--- src/inc/csp_pkg.sv ---
// Shared constants and types of the stack pointer unit.
// Assumes a single core clock and an asynchronous active-high reset.
`default_nettype none

package csp_pkg;

    // ------------------------------------------------------------
    // Pointer layout
    // ------------------------------------------------------------
    localparam int          OFS_W       = 6;
    localparam logic [9:0]  SP_FIXED_HI = 10'h003;   // Bits 15:8 zero, 7:6 one
    localparam logic [5:0]  OFS_RESET   = 6'h3F;     // Top of the stack
    localparam logic [15:0] SP_RESET    = 16'h00FF;
    localparam logic [5:0]  OFS_ONE     = 6'h01;
    localparam logic [5:0]  OFS_TWO     = 6'h02;
    localparam logic [5:0]  OFS_FIVE    = 6'h05;

    // ------------------------------------------------------------
    // Context layout and sequence lengths
    // ------------------------------------------------------------
    localparam int         CTX_W    = 40;  // {cc, a, x, pc_hi, pc_lo}
    localparam int         BYTE_W   = 8;
    localparam logic [2:0] LEN_ONE  = 3'h1;
    localparam logic [2:0] LEN_CALL = 3'h2;
    localparam logic [2:0] LEN_INT  = 3'h5;

    // Operations issued by the instruction sequencer
    typedef enum logic [2:0] {
        CSP_OP_PUSH = 3'h0,
        CSP_OP_POP  = 3'h1,
        CSP_OP_CALL = 3'h2,
        CSP_OP_RET  = 3'h3,
        CSP_OP_INT  = 3'h4,
        CSP_OP_IRET = 3'h5,
        CSP_OP_RSP  = 3'h6,
        CSP_OP_LDSP = 3'h7
    } csp_op_e;

    // Commands to the pointer register
    typedef enum logic [2:0] {
        CSP_PTR_HOLD  = 3'h0,
        CSP_PTR_DEC   = 3'h1,
        CSP_PTR_INC   = 3'h2,
        CSP_PTR_LOAD  = 3'h3,
        CSP_PTR_RESET = 3'h4
    } csp_ptr_cmd_e;

    // Sequencer states, Gray along idle, read, capture
    typedef enum logic [1:0] {
        CSP_ST_IDLE    = 2'h0,
        CSP_ST_POP_RD  = 2'h1,
        CSP_ST_POP_CAP = 2'h3,
        CSP_ST_PUSH    = 2'h2
    } csp_state_e;

    typedef struct packed {
        csp_state_e         state;
        logic [2:0]         count;
        logic [CTX_W-1:0]   shreg;
        logic [CTX_W-1:0]   result;
        logic               done;
    } csp_main_s;

    typedef struct packed {
        logic [OFS_W-1:0]   ofs;
    } csp_ptr_s;

endpackage : csp_pkg

`default_nettype wire

--- src/inc/csp_ptr_if.sv ---
// Carrier between the stack sequencer and the pointer register.
// Assumes both ends sit in the same clock domain.
`default_nettype none

interface csp_ptr_if;
    import csp_pkg::*;

    csp_ptr_cmd_e       cmd;       // Pointer update request
    logic [OFS_W-1:0]   load_val;  // Low bits for a direct load
    logic [15:0]        value;     // Current full pointer
    logic [15:0]        above;     // Pointer plus one, wrapped

    modport ctrl (output cmd, output load_val, input value, input above);
    modport ptr  (input cmd, input load_val, output value, output above);
endinterface : csp_ptr_if

`default_nettype wire

--- src/verilog/csp_pointer.sv ---
// Stack pointer register with hardware-forced upper bits.
// Assumes the sequencer issues one command per clock.
`default_nettype none

module csp_pointer (
    input  wire logic clk_i,
    input  wire logic reset_i,
    csp_ptr_if.ptr    pif
);
    import csp_pkg::*;

    csp_ptr_s r_reg;
    csp_ptr_s r_next;

    // ------------------------------------------------------------
    // Pointer update
    // ------------------------------------------------------------
    // Six-bit arithmetic wraps inside the region by itself
    always_comb begin
        r_next = r_reg;
        case (pif.cmd)
            CSP_PTR_DEC:   r_next.ofs = r_reg.ofs - OFS_ONE;
            CSP_PTR_INC:   r_next.ofs = r_reg.ofs + OFS_ONE;
            CSP_PTR_LOAD:  r_next.ofs = pif.load_val;
            CSP_PTR_RESET: r_next.ofs = OFS_RESET;
            default:       r_next.ofs = r_reg.ofs;
        endcase
    end

    // Register; reset lands on the top of the stack
    always_ff @(posedge clk_i or posedge reset_i) begin
        if (reset_i) begin
            r_reg.ofs <= OFS_RESET;
        end else begin
            r_reg <= r_next;
        end
    end

    // Upper ten bits never leave their fixed value
    assign pif.value = {SP_FIXED_HI, r_reg.ofs};
    assign pif.above = {SP_FIXED_HI, r_reg.ofs + OFS_ONE};
endmodule : csp_pointer

`default_nettype wire

--- src/verilog/csp_stack_unit.sv ---
// Stack pointer unit of an 8-bit core: sequences pushes and pops.
// Assumes a synchronous stack RAM that returns read data one clock
// after the read strobe, and a sequencer that waits on ready.
//
// What this block does
// - Keep 16-bit pointer at next free location
// - Decrement pointer after each byte pushed
// - Increment pointer before each byte popped
// - Sixty-four bytes; upper ten bits forced
// - Reset and reset instruction load top address
// - Low pointer byte readable; its low six bits loadable directly
// - Push below bottom wraps silently to top
// - Pop above top wraps silently to bottom
// - Call saves two bytes, interrupt five
// - Interrupt stores low PC byte first
// - Interrupt return pops context with increments
// - Single-byte push and pop share same rules
`default_nettype none

module csp_stack_unit (
    input  wire logic                   clk_i,
    input  wire logic                   reset_i,
    input  wire logic                   op_valid_i,
    input  wire csp_pkg::csp_op_e       op_i,
    input  wire logic [csp_pkg::CTX_W-1:0] ctx_i,
    output logic                        ready_o,
    output logic                        done_o,
    output logic [csp_pkg::CTX_W-1:0]   result_o,
    output logic [15:0]                 sp_o,
    output logic [15:0]                 mem_addr_o,
    output logic [7:0]                  mem_wdata_o,
    output logic                        mem_we_o,
    output logic                        mem_re_o,
    input  wire logic [7:0]             mem_rdata_i
);
    import csp_pkg::*;

    csp_main_s  r_reg;
    csp_main_s  r_next;
    csp_ptr_if  pif ();
    logic       accept;

    // ------------------------------------------------------------
    // Pointer register
    // ------------------------------------------------------------
    csp_pointer u_pointer (
        .clk_i   (clk_i),
        .reset_i (reset_i),
        .pif     (pif)
    );

    assign accept = op_valid_i && (r_reg.state == CSP_ST_IDLE);

    // ------------------------------------------------------------
    // Sequencer
    // ------------------------------------------------------------
    // One byte moves per push cycle; a pop byte takes a read
    // cycle and a capture cycle, which keeps the RAM path simple
    // at the cost of half the pop bandwidth.
    always_comb begin
        r_next       = r_reg;
        r_next.done  = 1'b0;
        pif.cmd      = CSP_PTR_HOLD;
        pif.load_val = ctx_i[OFS_W-1:0];
        case (r_reg.state)
            CSP_ST_IDLE: begin
                if (op_valid_i) begin
                    case (op_i)
                        CSP_OP_PUSH: begin
                            r_next.shreg = {32'h0000_0000, ctx_i[7:0]};
                            r_next.count = LEN_ONE;
                            r_next.state = CSP_ST_PUSH;
                        end
                        CSP_OP_CALL: begin
                            r_next.shreg = {24'h00_0000, ctx_i[15:0]};
                            r_next.count = LEN_CALL;
                            r_next.state = CSP_ST_PUSH;
                        end
                        CSP_OP_INT: begin
                            r_next.shreg = ctx_i;
                            r_next.count = LEN_INT;
                            r_next.state = CSP_ST_PUSH;
                        end
                        CSP_OP_POP: begin
                            r_next.shreg = '0;
                            r_next.count = LEN_ONE;
                            r_next.state = CSP_ST_POP_RD;
                        end
                        CSP_OP_RET: begin
                            r_next.shreg = '0;
                            r_next.count = LEN_CALL;
                            r_next.state = CSP_ST_POP_RD;
                        end
                        CSP_OP_IRET: begin
                            r_next.shreg = '0;
                            r_next.count = LEN_INT;
                            r_next.state = CSP_ST_POP_RD;
                        end
                        CSP_OP_RSP: begin
                            pif.cmd     = CSP_PTR_RESET;
                            r_next.done = 1'b1;
                        end
                        CSP_OP_LDSP: begin
                            pif.cmd     = CSP_PTR_LOAD;
                            r_next.done = 1'b1;
                        end
                        default: begin
                            r_next.done = 1'b1;
                        end
                    endcase
                end
            end
            CSP_ST_PUSH: begin
                // Byte is written at the pointer, then it moves down
                pif.cmd      = CSP_PTR_DEC;
                r_next.shreg = r_reg.shreg >> BYTE_W;
                r_next.count = r_reg.count - 3'h1;
                if (r_reg.count == LEN_ONE) begin
                    r_next.state = CSP_ST_IDLE;
                    r_next.done  = 1'b1;
                end
            end
            CSP_ST_POP_RD: begin
                // Pointer moves up before the byte is read
                pif.cmd      = CSP_PTR_INC;
                r_next.state = CSP_ST_POP_CAP;
            end
            CSP_ST_POP_CAP: begin
                // Bytes shift in at the bottom, so the last one
                // popped lands in the low byte: reverse of pushing
                r_next.shreg = {r_reg.shreg[CTX_W-9:0], mem_rdata_i};
                r_next.count = r_reg.count - 3'h1;
                if (r_reg.count == LEN_ONE) begin
                    r_next.state  = CSP_ST_IDLE;
                    r_next.result = {r_reg.shreg[CTX_W-9:0], mem_rdata_i};
                    r_next.done   = 1'b1;
                end else begin
                    r_next.state = CSP_ST_POP_RD;
                end
            end
            default: begin
                r_next.state = CSP_ST_IDLE;
            end
        endcase
    end

    // State register
    always_ff @(posedge clk_i or posedge reset_i) begin
        if (reset_i) begin
            r_reg.state  <= CSP_ST_IDLE;
            r_reg.count  <= 3'h0;
            r_reg.shreg  <= '0;
            r_reg.result <= '0;
            r_reg.done   <= 1'b0;
        end else begin
            r_reg <= r_next;
        end
    end

    // ------------------------------------------------------------
    // Outputs
    // ------------------------------------------------------------
    // Ready and strobes decode the state; done and data come from flip-flops
    assign ready_o     = (r_reg.state == CSP_ST_IDLE);
    assign done_o      = r_reg.done;
    assign result_o    = r_reg.result;
    assign sp_o        = pif.value;
    assign mem_we_o    = (r_reg.state == CSP_ST_PUSH);
    assign mem_re_o    = (r_reg.state == CSP_ST_POP_RD);
    assign mem_wdata_o = r_reg.shreg[7:0];
    // Pop reads one above, since the pointer names a free slot
    assign mem_addr_o  = mem_re_o ? pif.above : pif.value;
endmodule : csp_stack_unit

`default_nettype wire

--- config.mk ---
export PLATFORM = sky130hd
export DESIGN_NAME = csp_stack_unit
export DESIGN_NICKNAME = d
export VERILOG_FILES = /design/src/inc/csp_pkg.sv /design/src/inc/csp_ptr_if.sv /design/src/verilog/csp_pointer.sv /design/src/verilog/csp_stack_unit.sv
export SDC_FILE = /design/constraint.sdc
export NUM_CORES = 1
export LEC_CHECK = 0
export BUFFER_PORTS_ARGS = -buffer_cell sky130_fd_sc_hd__clkbuf_2
export CAP_MARGIN = 10
export CORE_UTILIZATION = 48
export DETAILED_ROUTE_END_ITERATION = 7
export GPL_ROUTABILITY_DRIVEN = 0
export PLACE_DENSITY = 0.87
export SKIP_CTS_REPAIR_TIMING = 1
export SYNTH_ARGS = -nofsm -noshare
export SYNTH_HDL_FRONTEND = slang
export SYNTH_SLANG_ARGS = --single-unit
--- constraint.sdc ---
create_clock -name clk_i -period 3.02 [get_ports clk_i]
set_input_delay 0.453 -clock clk_i [delete_from_list [all_inputs] [get_ports clk_i]]
set_output_delay 0.453 -clock clk_i [all_outputs]
set_load 0.1 [all_outputs]
Word level (Yosys, flattened, before mapping)
Cells that the tools add are included.
{ "totals": {"reg_bits": 92, "latch_bits": 0, "ram_bits": 0, "rom_bits": 0, "in_bits": 54, "output_inout_bits": 84, "wordCells": 51, "mem_count": 0} }
{ "op_classes": {"addsub": 3, "multipliers": 0, "div": 0, "magnitude_cmp": 0, "eq_ne": 18, "shifts": 0, "mux": 16, "n_bitwise": 0, "reduce_logical": 8} }
{ "ops": {"columns": ["operator", "n"], "rows": [
  ["45-bit case mux with 6 select lines", 1],
  ["43-bit case mux with 3 select lines", 1],
  ["45-bit two-way mux", 1],
  ["6-bit case mux with 4 select lines", 1],
  ["3-bit equality test (second input constant)", 5],
  ["3-bit by 2-bit equality test with 1-bit output (second input constant)", 4],
  ["3-bit by 1-bit equality test with 1-bit output (second input constant)", 3],
  ["3-bit case mux with 3 select lines", 1],
  ["2-bit case mux with 4 select lines", 1],
  ["7-bit by 1-bit != test with 1-bit output (second input constant)", 1],
  ["6-bit by 1-bit adder with 6-bit output (second input constant)", 1],
  ["6-bit two-way mux", 1],
  ["3-bit case mux with 2 select lines", 1],
  ["3-bit AND reduction", 2],
  ["6-bit by 1-bit subtractor with 6-bit output (second input constant)", 1],
  ["1-bit two-way mux", 5],
  ["2-bit equality test (second input constant)", 2],
  ["4-bit nonzero test", 1],
  ["3-bit logical NOT", 1],
  ["3-bit two-way mux", 1],
  ["1-bit case mux with 3 select lines", 1],
  ["3-bit nonzero test", 1],
  ["3-bit by 1-bit subtractor with 3-bit output (second input constant)", 1],
  ["2-bit by 1-bit equality test with 1-bit output (second input constant)", 1],
  ["other kinds (6)", 6]
]} }

Longest topological paths before layout
Gate-level depths: netlist (run 1).
{ "depth": {"word_depth": 6, "depth_mapped": 9, "depth_no_buf": 7} }

Modules after synthesis
A second synthesis (run 1) with hierarchy kept.
{ "hier_totals": {"hier_cells": 466, "area_unflattened_um2": 5714.2} }
{ "by_module_without_submodules": {"columns": ["mod", "instances", "cells_each", "area_each_um2", "seq_area_each_um2"], "rows": [
  ["csp_stack_unit", 1, 376, 4977.3, 2152.1],
  ["csp_pointer", 1, 90, 737.0, 157.7]
]} }

Worst setup path after synthesis (run 1)
Ideal clock, no wire load.
{ "synth_path": {"path_type": "flip-flop to output port", "start": "register r_reg[85] (netlist bit)", "end": "output mem_addr_o[1]", "t_arrival_ns": 3.573, "t_required_ns": 2.567, "slack_ns": -1.006, "stages_incl_launch_ff": 5, "path_buffers": 1, "cell_sequence": "dfrtp_1 -> inv_1 -> ha_1 -> clkbuf_1 -> o21ai_0"} }
{ "synth_between": {"elab_chain_len": 2} }
{ "synth_rtl": {"columns": ["item", "line", "source"], "rows": [
  ["start: declaration", "csp_stack_unit.sv:38", "csp_main_s r_reg;"],
  ["start signal: assignment", "csp_stack_unit.sv:156", "r_reg <= r_next;"],
  ["2-bit by 1-bit equality test with 1-bit output", "csp_stack_unit.sv:169", "assign mem_re_o = (r_reg.state == CSP_ST_POP_RD);"],
  ["named net mem_re_o", "csp_stack_unit.sv:33", "output logic mem_re_o,"],
  ["6-bit two-way mux", "csp_stack_unit.sv:172", "assign mem_addr_o = mem_re_o ? pif.above : pif.value;"],
  ["end: declaration", "csp_stack_unit.sv:30", "output logic [15:0] mem_addr_o,"]
]} }
The timed path passes the listed nets, and every way through them passes these cells.

Worst setup path in the final report (run 1)
{ "layout_path": {"start": "register r_reg[85] (netlist bit)", "end": "output mem_addr_o[5]"} }
{ "layout_between": {"elab_chain_len": 2} }
{ "layout_rtl": {"columns": ["item", "line"], "rows": [
  ["2-bit by 1-bit equality test with 1-bit output", "csp_stack_unit.sv:169"],
  ["6-bit two-way mux", "csp_stack_unit.sv:172"]
]} }
No other way between the ends.

==> impl_metrics.yaml, run 1 <==
critical_path:
  crit_required_ns: 2.57
  worstSetupPathType: "flip-flop to primary output"
  path_max_fanout: 14
  reg2reg_slack_ns: 0.63
  slowest_delay_ns: 0.47
  reg2regPathDepth: 7
  cp.arrival_ns: 2.34
  cp-end-kind: "primary output"
  critPathLaunchType: "flip-flop"
  path_cells: "inv_1, ha_4, nand4_1, nor2_2, xor2_4, clkbuf_4"
  cp_slowest_cell: "dfrtp_1"
  rr_startpoint: "r_reg[85]"
  r2r_end: "u_pointer.r_reg[4]"
synthesis:
  synthFlopType: "dfrtp_1"
  yosys-top-cells-count: "dfrtp_1, buf_4, a21oi_1, nor2_1, mux2_2"
  synth_cell_types: 43
  yosys_warnings: 0
  syn_area_mm2: 0.00494
  synth_top_area_share_pct: 43.6
  synth-seq-area-share_pct: 46.8
  syn_area_per_cell_um2: 10.3
  postSynthCellCount: 480
  synth_top_cells_by_area: "dfrtp_1, buf_4, mux2_2, a222oi_1, a21oi_1"
  synth_largest_area_cell: "dfrtp_1"
  synthArstFlopShare_pct: 100
  synth-seq-cells: 92
  synth_most_common_cell: "dfrtp_1"
  synth_edf_count: 0
sta:
  tightest_slew_ns: 0.833
  hold_violations: 0
  maxSlewHeadroom_pct: 44.4
  fmax_mhz: 358
  setup_viol: 0
  fin_crit_ns: 2.79
  period_share_pct: 92.5
  rsz0062_at_grt: "false"
  maxSlewViolCount: 0
  skew_ns: 0.0130
global_route:
  grt_antenna_before_repair: 0
  grt_first_pass_wirelength_mm: 17.8
  first_global_vias: 3493
  grt_usage_pct: 22.0
  overflow: 0
  grt_max_degree: 86
hold_path:
  hp-class: "primary input to asynchronous set/reset pin"
clock_network:
  insertion_delay_ns: 0.36
  clock_tree.root_cell: "clkbuf_8"
  clock_path_buffers: 2
  clkTransAtPathRegs_ns: 0.10
  cts-buffers-inserted: 9
  cts_sinks: 92
  cts_tree: "yes"
  htree_levels: 3
routing:
  wl_per_cell_um: 17.0
  num_vias: 3821
  routed_via_density: 5.69
  drcViolationCount: 0
  drtAntennaViolNets: 0
  first_pass_iters: 6
  drt_iter0_drc: 370
  routed_wl_mm: 11.4
place:
  hpwl_mm: 8.26
  port_buffers: 117
layout:
  nets: 599
  area_delta_synth_final_pct: 10.7
  ff_latch_area_mm2: 0.00231
  largest_reg_flops: 40
  drive_above_1_share_pct: 36.9
  multi_input_area_mm2: 0.00210
  nFillCells: 852
  fin_util_pct: 55.5
  insertedDiodeCount: 0
job:
  cap_violations: 0
status:
  status: "complete, no violations"
die:
  fp.dieArea_mm2: 0.0107
  die_w_um: 103
  die_y_um: 103
  ios: 138
  row_count: 36
  core_area_mm2: 0.00986
  start_util_pct: 50.1
[placed cells by master (no fill, tap or decap), types with 3 or more instances in the layout]
cell | netlist | layout
a222oi_1 | 32 | 32
clkbuf_2 | 0 | 115
a22oi_1 | 8 | 8
a21oi_1 | 55 | 55
nor2b_1 | 3 | 3
mux2_2 | 40 | 40
dfrtp_1 | 86 | 86
a22o_1 | 3 | 3
a211oi_1 | 4 | 4
nand4_1 | 3 | 3
clkbuf_8 | 0 | 9
xnor2_1 | 7 | 4
buf_4 | 68 | 7
nand2b_1 | 3 | 3
ha_1 | 11 | 10
o21ai_0 | 10 | 9
inv_1 | 10 | 9
conb_1 | 2 | 20
nor3_1 | 3 | 3
clkinv_2 | 0 | 4
nand3_1 | 5 | 5
nand2_1 | 10 | 9
dfstp_2 | 6 | 6
nor2_1 | 53 | 51
clkinv_4 | 0 | 3
[cells by family after synthesis]
group | count (synthesis) | synth area share [%]
other | 2 | 0.152
xor gates and xnor gates | 9 | 1.60
buffers and inverters | 110 | 13.6
adders and majority gates | 11 | 2.79
muxes | 40 | 9.12
AOI/OAI and AO/OA | 127 | 18.0
and+or+nand+nor | 89 | 8.03
DFF | 92 | 46.8
[stage by stage]
stage                     setup slack (ns)  instance area [um^2]  hold slack [ns]  instances  setup TNS (ns)
after floorplan                      0.105                  5070            0.481        498               0
after global placement               0.447                  5280            0.486        655               0
after detailed placement             0.337                  5280            0.492        655               0
after CTS                          -0.0597                  5460            0.173        671         -0.0597
after global routing                0.0610                  5470            0.214        672               0
final                                0.226                  5470            0.164        672               0
[worst max-delay path: cells and delay by family (launching register included)]
kind	cells	cell delay (ns)
XOR/XNOR	1	0.15
flip-flops	1	0.47
buffers and inverters	2	0.53
AND/OR/NAND/NOR	2	0.58
adder cells (fa/ha/maj)	1	0.27
[layer usage]
layer	wire [um]	global-route usage [%]
met2	5590	36.4
met3	866	3.09
met5	0	0
met1	4840	30.0
met4	146	7.04
[layout make-up]
type	instances	area share [%]
inverters	10	0.709
clock buffers	9	2.26
flip-flops and latches	92	42.2
multi-input cells	296	38.4
repair buffers	125	12.4
well taps	133	3.04
clock inverters	7	0.961
[worst max path at each step]
stage | from | end | slack (ns) | cells after the start
finish | r_reg[85] | mem_addr_o[5] | 0.23 | 6
floorplan | u_pointer.r_reg[2] | mem_addr_o[5] | 0.10 | 4
detailed placement | r_reg[85] | mem_addr_o[5] | 0.34 | 6
global placement | r_reg[85] | mem_addr_o[5] | 0.45 | 6
CTS | r_reg[85] | mem_addr_o[5] | -0.06 | 6
global route | r_reg[85] | mem_addr_o[5] | 0.06 | 6
Power of run 1 is left out: the tool's default activity adds up to more than one toggle a clock period on the data nets, which glitch-free logic cannot reach.
==> inputs of run 2 (changes only) <==
- clock period: 3.02 -> 2.53 ns (I/O delays scaled with it)
==> run 2 against run 1 <==
Global-route usage rose by 0.97 points. First-iteration DRC count fell by 25%. Flip-flop and latch count did not move. Via count rose by 3.3%. Final area rose by 1.9%. Routed wire length rose by 5.1%. Critical path depth fell by 1. Die area did not move. Core utilization rose by 1.0 points. Clock-buffer cell count did not move. Register-to-register slack got worse by 0.37 ns. Critical path type unchanged. Highest routed layer unchanged.
==> impl_metrics.yaml, run 2 (same netlist as run 1, synthesis figures left out) <==
routing:
  num_vias: 3946
  wl_per_cell_um: 17.8
  routed_via_density: 5.85
  drtAntennaViolNets: 0
  drt_iter0_drc: 276
  drcViolationCount: 0
  routed_wl_mm: 12.0
  first_pass_iters: 6
clock_network:
  clkTransAtPathRegs_ns: 0.10
  insertion_delay_ns: 0.36
  cts-buffers-inserted: 9
  clock_path_buffers: 2
  cts_tree: "yes"
  htree_levels: 3
  cts_sinks: 92
  clock_tree.root_cell: "clkbuf_8"
critical_path:
  rr_startpoint: "r_reg[84]"
  reg2regPathDepth: 7
  crit_required_ns: 2.15
  cp.arrival_ns: 2.03
  worstSetupPathType: "flip-flop to primary output"
  crit_path_start: "u_pointer.r_reg[0]"
  critPathLaunchType: "flip-flop"
  r2r_end: "r_reg[83]"
  cp-end-kind: "primary output"
  path_max_fanout: 8
  reg2reg_slack_ns: 0.26
global_route:
  first_global_vias: 3551
  overflow: 0
  met3_usage_pct: 4.03
  grt_usage_pct: 23.0
  grt_max_degree: 86
  use_met2_pct: 37.3
  global_route.peak_usage_layer: "met2"
  grt_use_met1_pct: 31.4
  grt_antenna_before_repair: 0
  grt_first_pass_wirelength_mm: 18.6
die:
  fp.dieArea_mm2: 0.0107
  core_area_mm2: 0.00986
  die_w_um: 103
  row_count: 36
  die_y_um: 103
  ios: 138
  start_util_pct: 50.1
layout:
  final_cell_mix: "clkbuf_2, dfrtp_1, a21oi_1"
  nets: 602
  nFillCells: 832
  finalNonFillerCells: 675
  drive_above_1_share_pct: 38.4
  insertedDiodeCount: 0
  area_delta_synth_final_pct: 12.8
  largest_reg_flops: 40
  final_common_cell: "clkbuf_2"
sta:
  fmax_mhz: 415
  maxSlewHeadroom_pct: 61.7
  rsz0062_at_grt: "false"
  maxSlewViolCount: 0
  skew_ns: 0.0132
  fin_ws_ns: 0.122
  tightest_slew_ns: 0.575
  fin_crit_ns: 2.41
  hold_violations: 0
  period_share_pct: 95.2
  setup_viol: 0
place:
  port_buffers: 117
  placed_cells: 657
  hpwl_mm: 8.46
  pre_cts_slack_ns: 0.165
job:
  cap_violations: 0
status:
  status: "complete, no violations"
hold_path:
  hp-class: "primary input to asynchronous set/reset pin"
-- run 2: cell type report --
type	count	area, um^2	share of cell area, %
timing repair buffer	128	737	13.2
inverter	10	41.3	0.741
clock inverter	7	48.8	0.876
tap	133	166	2.99
sequential	92	2310	41.5
clock buffer	9	124	2.22
multi-input combinational	296	2140	38.4
-- run 2: routing by layer --
layer	up-vias	routed length (um)
li1	1773	-
met1	1933	5140
met3	17	938
met4	0	216
met5	-	0
met2	223	5720
-- run 2: metrics by stage --
| step | TNS, ns | util (%) | cell area [um^2] | hold WS [ns] |
|---|---|---|---|---|
| 6_report | 0 | 56.5 | 5570 | 0.0408 |
| 3_5_place_dp | 0 | 54.4 | 5370 | 0.447 |
| 3_3_place_gp | 0 | 54.4 | 5370 | 0.441 |
| 5_1_grt | 0 | 56.5 | 5570 | 0.0763 |
| 2_1_floorplan | -0.0966 | - | 5130 | 0.481 |
| 4_1_cts | -0.117 | 56.2 | 5540 | 0.0537 |
-- run 2: worst max-delay path by stage --
stage / to / slack, ns / cells past startpoint
6_report: mem_addr_o[1] / 0.12 / 5
4_1_cts: mem_addr_o[5] / -0.12 / 6
3_5_place_dp: r_reg[83] / 0.16 / 7
5_1_grt: mem_addr_o[4] / 0.05 / 4
3_3_place_gp: r_reg[83] / 0.28 / 7
2_1_floorplan: mem_addr_o[5] / -0.09 / 6
-- run 2: critical path, stage by stage (launching register included) --
cell	delay [ns]
dfstp_2	0.63
inv_1	0.12
ha_1	0.31
nand2_1	0.08
o21ai_2	0.07
clkbuf_2	0.46
Power of run 2 is left out for the same reason.
